[src/rtl/awc_pkg.sv]
package awc_pkg;

    localparam int unsigned DATA_W = 8;
    localparam int unsigned MSB_POS = 7;
    localparam int unsigned NIB_W = 4;

    // flag positions inside the packed flag word
    localparam int unsigned FLAG_C_POS = 5;
    localparam int unsigned FLAG_Z_POS = 4;
    localparam int unsigned FLAG_S_POS = 3;
    localparam int unsigned FLAG_V_POS = 2;
    localparam int unsigned FLAG_D_POS = 1;
    localparam int unsigned FLAG_H_POS = 0;

    localparam logic [7:0] RESULT_RST = 8'h00;
    localparam logic [5:0] FLAGS_RST = 6'h00;

    typedef struct packed {
        logic c;
        logic z;
        logic s;
        logic v;
        logic d;
        logic h;
    } awc_flags_t;

    typedef struct packed {
        logic valid;
        logic [7:0] dst;
        logic [7:0] src;
        logic carry_in;
    } awc_req_t;

endpackage

[src/rtl/awc_alu.sv]
`timescale 1ns/1ps
module awc_alu (
    input wire logic clk,
    input wire logic sys_rst,
    input awc_pkg::awc_req_t req,
    output logic wb_valid,
    output logic [7:0] wb_dst_data,
    output logic [7:0] wb_src_data,
    output awc_pkg::awc_flags_t flags
);

    ////////////////////////////////////////////////////////////////////////
    // helper functions

    // 9-bit add of two bytes plus carry
    function automatic logic [8:0] awc_add9(input logic [7:0] a, input logic [7:0] b, input logic ci);
        awc_add9 = {1'b0, a} + {1'b0, b} + {8'h00, ci};
    endfunction

    function automatic logic [4:0] awc_add5(input logic [3:0] a, input logic [3:0] b, input logic ci);
        awc_add5 = {1'b0, a} + {1'b0, b} + {4'h0, ci};
    endfunction

    // top bit of a byte, the two's complement sign
    function automatic logic awc_msb(input logic [7:0] a);
        awc_msb = a[awc_pkg::MSB_POS];
    endfunction

    // high when every bit of the byte is clear
    function automatic logic awc_is_zero(input logic [7:0] a);
        awc_is_zero = (a == 8'h00);
    endfunction

    // like-signed operands giving an unlike-signed sum
    function automatic logic awc_ovf(input logic a_sign, input logic b_sign, input logic r_sign);
        awc_ovf = (a_sign == b_sign) && (r_sign != a_sign);
    endfunction

    // idle cycles keep the last answer
    function automatic logic [7:0] awc_hold8(input logic tk, input logic [7:0] nv, input logic [7:0] ov);
        awc_hold8 = tk ? nv : ov;
    endfunction

    function automatic logic awc_hold1(input logic tk, input logic nv, input logic ov);
        awc_hold1 = tk ? nv : ov;
    endfunction

    ////////////////////////////////////////////////////////////////////////
    // operand split

    wire logic req_valid = req.valid;
    wire logic [7:0] op_dst = req.dst;
    wire logic [7:0] op_src = req.src;
    wire logic op_cin = req.carry_in;

    wire logic [3:0] op_dst_lo = op_dst[awc_pkg::NIB_W-1:0];
    wire logic [3:0] op_src_lo = op_src[awc_pkg::NIB_W-1:0];

    // a request is only taken outside reset
    wire logic take = req_valid && !sys_rst;

    ////////////////////////////////////////////////////////////////////////
    // adder

    wire logic [8:0] sum_full = awc_add9(op_dst, op_src, op_cin);
    wire logic [7:0] sum = sum_full[awc_pkg::DATA_W-1:0];
    wire logic carry_out = sum_full[awc_pkg::DATA_W];

    // carry out of the low nibble, carry in included
    wire logic [4:0] nib_full = awc_add5(op_dst_lo, op_src_lo, op_cin);
    wire logic half_out = nib_full[awc_pkg::NIB_W];

    wire logic dst_sign = awc_msb(op_dst);
    wire logic src_sign = awc_msb(op_src);
    wire logic sum_sign = awc_msb(sum);

    ////////////////////////////////////////////////////////////////////////
    // flag decode

    wire logic carry_new = carry_out;
    wire logic zero_new = awc_is_zero(sum);
    wire logic sign_new = sum_sign;
    wire logic ovf_new = awc_ovf(dst_sign, src_sign, sum_sign);
    wire logic dec_new = 1'b0;
    wire logic half_new = half_out;

    ////////////////////////////////////////////////////////////////////////
    // state registers

    logic valid_reg;
    logic [7:0] dst_reg;
    logic [7:0] src_reg;
    logic carry_reg;
    logic zero_reg;
    logic sign_reg;
    logic ovf_reg;
    logic dec_reg;
    logic half_reg;

    ////////////////////////////////////////////////////////////////////////
    // next values

    wire logic valid_next = take;
    // sum to destination, source echoed unchanged
    wire logic [7:0] dst_next = awc_hold8(take, sum, dst_reg);
    wire logic [7:0] src_next = awc_hold8(take, op_src, src_reg);
    wire logic carry_next = awc_hold1(take, carry_new, carry_reg);
    wire logic zero_next = awc_hold1(take, zero_new, zero_reg);
    wire logic sign_next = awc_hold1(take, sign_new, sign_reg);
    wire logic ovf_next = awc_hold1(take, ovf_new, ovf_reg);
    wire logic dec_next = awc_hold1(take, dec_new, dec_reg);
    wire logic half_next = awc_hold1(take, half_new, half_reg);

    ////////////////////////////////////////////////////////////////////////
    // write-back registers

    // valid, sum and flags share one edge
    always_ff @(posedge clk) begin
        if (sys_rst) begin
            valid_reg <= 1'b0;
        end else begin
            valid_reg <= valid_next;
        end
    end

    always_ff @(posedge clk) begin
        if (sys_rst) begin
            dst_reg <= awc_pkg::RESULT_RST;
        end else begin
            dst_reg <= dst_next;
        end
    end

    always_ff @(posedge clk) begin
        if (sys_rst) begin
            src_reg <= awc_pkg::RESULT_RST;
        end else begin
            src_reg <= src_next;
        end
    end

    // flags, one register per bit, reset from the packed reset word
    always_ff @(posedge clk) begin
        if (sys_rst) begin
            carry_reg <= awc_pkg::FLAGS_RST[awc_pkg::FLAG_C_POS];
        end else begin
            carry_reg <= carry_next;
        end
    end

    always_ff @(posedge clk) begin
        if (sys_rst) begin
            zero_reg <= awc_pkg::FLAGS_RST[awc_pkg::FLAG_Z_POS];
        end else begin
            zero_reg <= zero_next;
        end
    end

    always_ff @(posedge clk) begin
        if (sys_rst) begin
            sign_reg <= awc_pkg::FLAGS_RST[awc_pkg::FLAG_S_POS];
        end else begin
            sign_reg <= sign_next;
        end
    end

    always_ff @(posedge clk) begin
        if (sys_rst) begin
            ovf_reg <= awc_pkg::FLAGS_RST[awc_pkg::FLAG_V_POS];
        end else begin
            ovf_reg <= ovf_next;
        end
    end

    always_ff @(posedge clk) begin
        if (sys_rst) begin
            dec_reg <= awc_pkg::FLAGS_RST[awc_pkg::FLAG_D_POS];
        end else begin
            dec_reg <= dec_next;
        end
    end

    always_ff @(posedge clk) begin
        if (sys_rst) begin
            half_reg <= awc_pkg::FLAGS_RST[awc_pkg::FLAG_H_POS];
        end else begin
            half_reg <= half_next;
        end
    end

    ////////////////////////////////////////////////////////////////////////
    // outputs, straight from the registers

    assign wb_valid = valid_reg;
    assign wb_dst_data = dst_reg;
    assign wb_src_data = src_reg;
    assign flags.c = carry_reg;
    assign flags.z = zero_reg;
    assign flags.s = sign_reg;
    assign flags.v = ovf_reg;
    assign flags.d = dec_reg;
    assign flags.h = half_reg;

endmodule // awc_alu

[config.mk]
export PLATFORM = sky130hd
export DESIGN_NAME = awc_alu
export DESIGN_NICKNAME = d
export VERILOG_FILES = /design/src/rtl/awc_pkg.sv /design/src/rtl/awc_alu.sv
export SDC_FILE = /design/constraint.sdc
export NUM_CORES = 1
export LEC_CHECK = 0
export BUFFER_PORTS_ARGS = -buffer_cell sky130_fd_sc_hd__clkbuf_2
export CORE_MARGIN = 1.5
export CORE_UTILIZATION = 39
export CTS_BUF_LIST = sky130_fd_sc_hd__clkbuf_4 sky130_fd_sc_hd__clkbuf_8
export DETAILED_ROUTE_END_ITERATION = 8
export GPL_ROUTABILITY_DRIVEN = 0
export PLACE_DENSITY = 0.64
export SLEW_MARGIN = 5
export SYNTH_ARGS = -nofsm -noshare
export SYNTH_HDL_FRONTEND = slang
export SYNTH_SLANG_ARGS = --single-unit
export TNS_END_PERCENT = 30
[constraint.sdc]
create_clock -name clk -period 2.6 [get_ports clk]
set_input_delay 0.13 -clock clk [delete_from_list [all_inputs] [get_ports clk]]
set_output_delay 0.13 -clock clk [all_outputs]
set_load 0.01 [all_outputs]
==> results of run 1 <==
-- kinds of logic after synthesis --
logic type	Yosys count
and+or+nand+nor	43
AOI/OAI and AO/OA	29
DFF	21
buffers and inverters	18
muxes	11
adders and majority gates	9
xor gates and xnor gates	2
other	1
-- stage by stage --
stage                     std cells  instance area [um^2]  hold slack (ns)  setup slack [ns]
final                           199                  1400           0.0723             0.654
after global routing            199                  1400           0.0947             0.471
after CTS                       199                  1400           0.0719             0.671
after detailed placement        195                  1370            0.397             0.320
after global placement          195                  1370            0.382             0.438
after floorplan                 134                  1190            0.215             0.622
-- layer usage --
metal / global-route usage (%) / routed length, um
met1: 22.1 / 1210
met5: 0 / 0
met2: 26.2 / 1130
met4: 5.98 / 41
met3: 2.64 / 124
-- power groups by stage --
stage | sequential [W] | combinational (W) | clock [W]
floorplan | 0.000373 | 0.000140 | 0
global placement | 0.000364 | 0.000203 | 0
detailed placement | 0.000366 | 0.000207 | 0
CTS | 0.000358 | 0.000208 | 0.000171
global route | 0.000360 | 0.000234 | 0.000178
finish | 0.000357 | 0.000208 | 0.000165
-- synthesized netlist by cell type (2+ instances only) --
library cell | number | area, um^2
ha_1 | 7 | 87.6
nand2_1 | 4 | 15.0
a21oi_1 | 5 | 25.0
buf_4 | 7 | 52.6
inv_1 | 6 | 22.5
a211oi_1 | 6 | 45.0
mux2i_1 | 11 | 110
clkbuf_1 | 3 | 11.3
fa_1 | 2 | 40.0
o21a_1 | 3 | 22.5
dfxtp_1 | 21 | 420
nor3_1 | 2 | 10.0
nor2_1 | 23 | 86.3
buf_1 | 2 | 7.51
a21o_1 | 2 | 15.0
or3_1 | 2 | 12.5
and2_1 | 3 | 18.8
xnor2_1 | 2 | 17.5
o21ai_0 | 6 | 30.0
nand3_1 | 2 | 10.0
-- critical path, stage by stage --
cell	delay (ns)
clkbuf_2	0.09
inv_1	0.06
fa_1	0.18
inv_1	0.06
fa_1	0.42
a211oi_1	0.30
o21ai_0	0.19
a211oi_1	0.31
and4b_1	0.24
a31o_1	0.20
-- final cells by class --
cell class | instances | area [um^2] | share of cell area, %
Timing Repair Buffer | 42 | 213 | 15.2
Clock buffer | 3 | 22.5 | 1.60
Tap cell | 31 | 38.8 | 2.76
Multi-Input combinational cell | 95 | 679 | 48.4
Inverter | 6 | 22.5 | 1.60
Sequential cell | 21 | 420 | 29.9
Clock inverter | 1 | 7.51 | 0.535
-- final timing paths --
check                 start              to  slack (ns)  cells past startpoint
max                  req[1]        zero_reg        0.65                     10
min                  req[5]  wb_src_data[4]        0.07                      3
max reg2reg  wb_dst_data[7]  wb_dst_data[7]        1.85                      2
min reg2reg  wb_dst_data[5]  wb_dst_data[5]        0.47                      2
==> metrics.txt, run 1 <==
Vias/cell=roughly 5.2; area grow syn2layout=17.6%; DIE AREA=3400 um^2; commonest non-fill, non-tap cell in the layout=clkbuf_2; DR pass1 iterations=4; Startpoint Class=primary input; Post-synth EDFFs=0; total power=about 0.00073 W; clock share of power=a little under a quarter; Crit Path Class=primary input to flip-flop; FMAX=514 MHz; Detailed Route WL=around 2.5 mm; min Tclk post-route=just under 2 ns; TritonCTS buffer count=3; CTS tree=done; final hold vios=0; Clock Skew=0 ns; H-tree depth=1; status=complete, no violations; Max Slew Vio Count=0; Die Y=58.3 um; Initial Util=between 40% and 50%; number of setup buffers added after CTS=0; most frequent cells in the layout=clkbuf_2 (41), nor2_1 (23), dfxtp_1 (21); Final Setup Violations=0; Synthesized Nets=roughly 160; root buf cell=clkbuf_4; hold_buf cts=0; clk_lat worst skew=about 0.31 ns; via count=~1000; switch share=between 30% and 40%; # fillers=around 290; Detail Route Antenna Nets=0; Hold Crit Class=primary input to flip-flop; Internal Power=approximately 0.00050 W; ANT cells=0; largest family of logic cells by synthesized area=compound AO/OA/AOI/OAI gates; Fin Setup TNS=0 ns; CP endpoint kind=flip-flop; post-synthesis adder-cell area fraction=10.7%; Seq/Total Area, Yosys=between 30% and 40%; CP required=between 2 and 3 ns; Reg clk slew, reported paths=0.13 ns; Port Buf Inserts=41; first-pass GRT wire length=approximately 4.3 mm; leakage=0.707 nW; die width=slightly below 60 um; CTS sink count=21; DR iter-0 viols=6; Post-Syn Area=around 1200 um^2; Switch Pwr=0.000230 W; Max VDD drop=roughly 260 uV; post-detailed-route DRC marker count=0; Core Area=between 2000 and 3000 um^2; Synth Flop Type=dfxtp_1; dpl hpwl=2.01 mm; final core utilization=49.6%; syn_area_per_cell=roughly 9 um^2; vias in the first global route=about 990; worst-path maximum fanout=3; Row Count=19; combinational power share=28.5%; RSZ-0062 raised after global routing=no; I/O pin count=43; XOR/XNOR Fraction of Synth Area=1.47%; Resized cells post-CTS=0; CP Data Arrival Time=2.17 ns; Seq cells post-synth=21; largest net degree at the start of global routing=24; MaxCap Viol Count=0; clock buffer depth=2; multiplexer share of the synthesized area=under 10%; Synth Instances=134; overall routing resource usage=between 10% and 20%; fin crit share=74.8%; async set-reset flop share out of synthesis=0%; routed len/inst=about 13 um; post-synthesis cell type count=35; layout cell share with drive strength beyond 1=around 30%; Nets=around 200; grt ovf=0; Reg power frac=between 40% and 50%; Compound-Gate Fraction of Synth Area=about 18%; initial antenna violation count=0; Synth Area in Simple Gates=17.6%; PD cells=520 nW/um^2; Yosys warnings=0
Note: power is estimated with default switching activity, not from simulation.
==> run 2, diff against run 1 <==
- PLACE_DENSITY: 0.64 -> 0.67
- clock period: 2.6 -> 1.6 ns (I/O delays scaled with it)
==> metrics.txt, run 2 (synthesized netlist as in run 1, its figures left out) <==
r2r endpoint=wb_dst_data[7] (unchanged); CTS tree=done (unchanged); routed length on met1=1.24 mm (was 1.21 mm); Crit Path Class=primary input to flip-flop (unchanged); ANT cells=0 (unchanged); reg2reg path depth=2 (unchanged); Crit Reg-Reg Startpoint=wb_dst_data[7] (unchanged); min Tclk post-route=between 1.5 and 2 ns; root buf cell=clkbuf_4 (unchanged); commonest non-fill, non-tap cell in the layout=clkbuf_2 (unchanged); Port Buf Inserts=41 (unchanged); Setup crit end=zero_reg (unchanged); worst reg-to-reg setup slack=0.85 ns (was 1.85 ns); first-pass GRT wire length=4.74 mm (was 4.30 mm); I/O pin count=43 (unchanged); switch share=31.4% (was 31.6%); Clock Skew=0 ns (unchanged); combinational power share=34.9% (was 28.5%); vias in the first global route=1128 (was 993); Met3 Wirelength=157 um (was 124 um); Post-DP Area=1550 um^2 (was 1370 um^2); clock share of power=20.2% (was 22.6%); Nets=218 (was 198); post-detailed-route DRC marker count=0 (unchanged); DIE AREA=3400 um^2 (unchanged); area grow syn2layout=39.0% (was 17.6%); leakage=0.819 nW (was 0.707 nW); RSZ-0062 raised after global routing=yes (was no); fin crit share=around 99%; # fillers=252 (was 293); Reg power frac=44.8% (was 48.9%); MaxCap Viol Count=0 (unchanged); DR pass1 iterations=4 (unchanged); final hold vios=0 (unchanged); Die Y=58.3 um (unchanged); DR iter-0 viols=18 (was 6); routed wl met2=1.41 mm (was 1.13 mm); grt ovf=0 (unchanged); layout cell share with drive strength beyond 1=44.1% (was 30.4%); die width=58.3 um (unchanged); Detailed Route WL=2.85 mm (was 2.51 mm); final core utilization=58.6% (was 49.6%); initial antenna violation count=0 (unchanged); dpl hpwl=2.14 mm (was 2.01 mm); status=complete, no violations (unchanged); Vias/cell=5.09 (was 5.17); Design Area, Final=1660 um^2 (was 1400 um^2); Initial Util=42.2% (unchanged); CP required=1.82 ns (was 2.83 ns); Max Slew Vio Count=0 (unchanged); via count=1115 (was 1029); CP endpoint kind=flip-flop (unchanged); largest net degree at the start of global routing=24 (unchanged); Final Setup Violations=0 (unchanged); overall routing resource usage=17.7% (was 16.3%); CP Data Arrival Time=1.80 ns (was 2.17 ns); Max VDD drop=373 uV (was 256 uV); Startpoint Class=primary input (unchanged); Switch Pwr=0.000407 W (was 0.000230 W); most frequent cells in the layout=clkbuf_2 (38), nor2_1 (23), dfxtp_1 (21) (was clkbuf_2 (41), nor2_1 (23), dfxtp_1 (21)); Hold Crit Class=primary input to flip-flop (unchanged); routed len/inst=13.0 um (was 12.6 um); Crit. Startpoint=req[0] (was req[1]); CTS sink count=21 (unchanged); PD cells=782 nW/um^2 (was 520 nW/um^2); H-tree depth=1 (unchanged); Internal Power=0.000890 W (was 0.000499 W); Detail Route Antenna Nets=0 (unchanged); TritonCTS buffer count=3 (unchanged); Reg clk slew, reported paths=0.13 ns (about the same); top sig layer=met4 (unchanged); clock buffer depth=2 (unchanged); worst-path maximum fanout=2 (was 3); clk_lat worst skew=0.30 ns (was 0.31 ns); Row Count=19 (unchanged); FMAX=roughly 630 MHz; Core Area=2830 um^2 (unchanged)
==> run 2: worst min-delay path by stage <==
stage / startpoint / endpoint / slack [ns] / depth (start not counted)
after detailed placement: sys_rst / wb_valid / 0.31 / 2
after global placement: sys_rst / wb_valid / 0.30 / 2
after CTS: req[7] / wb_src_data[6] / 0.04 / 3
after floorplan: sys_rst / wb_valid / 0.17 / 1
final: req[1] / wb_src_data[0] / 0.04 / 3
after global routing: req[1] / wb_src_data[0] / 0.03 / 3
==> run 2: timing repair <==
action,4_1_cts,5_1_grt
pin swaps,7,2
resized for setup,5,9
buffers inserted,2,1
endpoints found under the hold margin,1,0
setup endpoints to repair,2,4
gates cloned,0,0
hold buffers,1,0
==> run 2: final cells by class <==
type	instances	area [um^2]	share of cell area (%)
clock inverters	1	5.00	0.302
well taps	31	38.8	2.34
multi-input cells	95	738	44.5
flip-flops and latches	21	420	25.3
inverters	6	42.5	2.56
repair buffers	62	392	23.6
clock buffers	3	22.5	1.36
==> run 2: critical path, cell delays in order <==
cell	delay (ns)
buf_6	0.10
inv_4	0.04
fa_2	0.20
inv_2	0.04
fa_2	0.36
a211oi_4	0.25
o21ai_2	0.11
a211oi_2	0.23
and4b_1	0.22
a31o_1	0.16
==> run 2: through the flow <==
step	std cells	TNS (ns)	power [W]	setup WS, ns	hold WS [ns]
2_1_floorplan	134	-0.339	0.000851	-0.164	0.165
4_1_cts	218	0	0.00129	0.00332	0.0364
3_3_place_gp	211	-1.93	0.000991	-0.386	0.305
5_1_grt	219	-0.0176	0.00138	-0.0176	0.0333
3_5_place_dp	211	-2.34	0.00100	-0.463	0.312
6_report	219	0	0.00130	0.0209	0.0379
==> run 2: power by group through the flow <==
stage | Sequential [W] | Clock (W) | Combinational, W
2_1_floorplan | 0.000606 | 0 | 0.000245
3_3_place_gp | 0.000591 | 0 | 0.000399
3_5_place_dp | 0.000594 | 0 | 0.000407
4_1_cts | 0.000582 | 0.000269 | 0.000435
5_1_grt | 0.000587 | 0.000294 | 0.000497
6_report | 0.000581 | 0.000262 | 0.000453
==> run 2: routing by layer <==
layer	track usage [%]	vias up
met3	3.08	4
met4	3.65	0
met2	33.2	35
met1	21.0	509
li1	-	567
met5	0	-
==> run 3, diff against run 2 <==
- CTS_CLUSTER_DIAMETER: unset -> 40
- PLACE_DENSITY: 0.67 -> 0.66
==> metrics.txt, run 3 (synthesized netlist as in run 1, its figures left out) <==
Reg clk slew, reported paths=0.13 ns (about the same); commonest non-fill, non-tap cell in the layout=clkbuf_2 (unchanged); Crit. Startpoint=req[0] (unchanged); overall routing resource usage=17.4% (was 17.7%); dpl hpwl=2.19 mm (was 2.14 mm); clk_lat worst skew=0.31 ns (was 0.30 ns); CP required=1.83 ns (was 1.82 ns); first-pass GRT wire length=4.66 mm (was 4.74 mm); Hold Crit Class=primary input to flip-flop (unchanged); Place WS=-0.456 ns (was -0.463 ns); die width=58.3 um (unchanged); Crit Path Class=primary input to flip-flop (unchanged); most frequent cells in the layout=clkbuf_2 (38), nor2_1 (23), dfxtp_1 (21) (unchanged); clock buffer depth=2 (unchanged); Startpoint Class=primary input (unchanged); DR pass1 iterations=4 (unchanged); final hold vios=0 (unchanged); root buf cell=clkbuf_4 (unchanged); Detailed Route WL=2.76 mm (was 2.85 mm); Crit Reg-Reg Startpoint=wb_dst_data[7] (unchanged); post-detailed-route DRC marker count=0 (unchanged); Max VDD drop=410 uV (was 373 uV); Design Area, Final=1650 um^2 (was 1660 um^2); CTS sink count=21 (unchanged); I/O pin count=43 (unchanged); via count=1088 (was 1115); Clock Skew=0 ns (unchanged); worst reg-to-reg setup slack=0.82 ns (was 0.85 ns); Row Count=19 (unchanged); Initial Util=42.2% (unchanged); worst-path maximum fanout=2 (unchanged); Detail Route Antenna Nets=0 (unchanged); MaxCap Viol Count=0 (unchanged); CTS tree=done (unchanged); hold depth=3 (unchanged); Hold Path End=wb_src_data[0] (unchanged); largest net degree at the start of global routing=24 (unchanged); ordered cell list for the critical path=buf_6 > inv_4 > fa_2 > inv_2 > fa_2 > a211oi_2 > o21ai_2 > a211oi_2 > and4b_1 > a31o_1 (was buf_6 > inv_4 > fa_2 > inv_2 > fa_2 > a211oi_4 > o21ai_2 > a211oi_2 > and4b_1 > a31o_1); initial antenna violation count=0 (unchanged); routed len/inst=12.6 um (was 13.0 um); Port Buf Inserts=41 (unchanged); Inst Count DP=211 (unchanged); Fin Setup TNS=0 ns (unchanged); DIE AREA=3400 um^2 (unchanged); reg2reg path depth=2 (unchanged); fin crit share=97.4% (was 98.7%); DR iter-0 viols=13 (was 18); min Tclk post-route=1.56 ns (was 1.58 ns); Nets=218 (unchanged); area grow syn2layout=37.9% (was 39.0%); CP delay by family, top=compound AO/OA/AOI/OAI gates (unchanged); worst path buffer plus inverter count=3 (unchanged); Max Slew Vio Count=0 (unchanged); Core Area=2830 um^2 (unchanged); hold path startpoint=req[1] (unchanged); layout cell share with drive strength beyond 1=44.1% (unchanged); slowest library cell on the worst path=fa_2 (unchanged); slowest stage delay, CP=0.34 ns (was 0.36 ns); r2r endpoint=wb_dst_data[7] (unchanged); TritonCTS buffer count=3 (unchanged); PD cells=783 nW/um^2 (was 782 nW/um^2); Final Setup Violations=0 (unchanged); H-tree depth=1 (unchanged); Vias/cell=4.97 (was 5.09); Die Y=58.3 um (unchanged); final non-filler cell total=219 (unchanged); RSZ-0062 raised after global routing=yes (unchanged); vias in the first global route=1091 (was 1128); grt ovf=0 (unchanged); leakage=0.820 nW (was 0.819 nW); FMAX=642 MHz (was 633 MHz); CP endpoint kind=flip-flop (unchanged); Post-DP Area=1550 um^2 (unchanged); CP Data Arrival Time=1.78 ns (was 1.80 ns); Final WS setup=0.0419 ns (was 0.0209 ns); ANT cells=0 (unchanged); status=complete, no violations (unchanged)
## run 3: cell count changes in the layout (fill, tap and decap cells not counted), sizes merged
cell,before,now
clkinv,2,1
inv,5,6
## run 3: worst max path at each step
stage / endpoint / slack, ns / depth (start not counted)
after floorplan: zero_reg / -0.16 / 9
after global placement: zero_reg / -0.38 / 10
after detailed placement: zero_reg / -0.46 / 10
after CTS: zero_reg / 0.0003 / 10
after global routing: zero_reg / -0.05 / 10
final: zero_reg / 0.04 / 10
## run 3: layer usage
layer | share of wire, % | global-route usage (%) | up-vias
met5 | 0 | 0 | -
li1 | - | - | 567
met2 | 51 | 31.6 | 27
met1 | 45 | 20.9 | 490
met3 | 3.6 | 3.08 | 4
met4 | 0.91 | 4.98 | 0
## run 3: worst min-delay path, cell delays in order
cell and delay, ns:
buf_6 0.09, mux2i_1 0.06, nor2_1 0.07
## run 3: what timing repair did
action	in CTS	in global routing
setup buffers	3	0
hold buffers	1	0
pin swaps	7	1
hold endpoints to repair	1	0
endpoints found under the setup margin	2	5
resized for setup	4	8
## run 3: final cells by class
| class | count | area, um^2 |
|---|---|---|
| fillers | 260 | 1180 |
| inverters | 6 | 42.5 |
| well taps | 31 | 38.8 |
| flip-flops and latches | 21 | 420 |
| clock inverters | 1 | 5.00 |
| multi-input cells | 95 | 729 |
| repair buffers | 62 | 388 |
| clock buffers | 3 | 22.5 |
## run 3: stage by stage
stage	util, %	power [W]	hold slack [ns]
3_5_place_dp	54.8	0.00100	0.302
3_3_place_gp	54.8	0.000991	0.300
2_1_floorplan	-	0.000851	0.165
5_1_grt	58.2	0.00137	0.0213
6_report	58.2	0.00129	0.0178
4_1_cts	57.4	0.00129	0.0274
## run 3: power by group
part	switching, W	internal, W
registers	0.0000195	0.000562
clock network	0.000176	0.0000935
logic	0.000210	0.000227
total	0.000406	0.000883
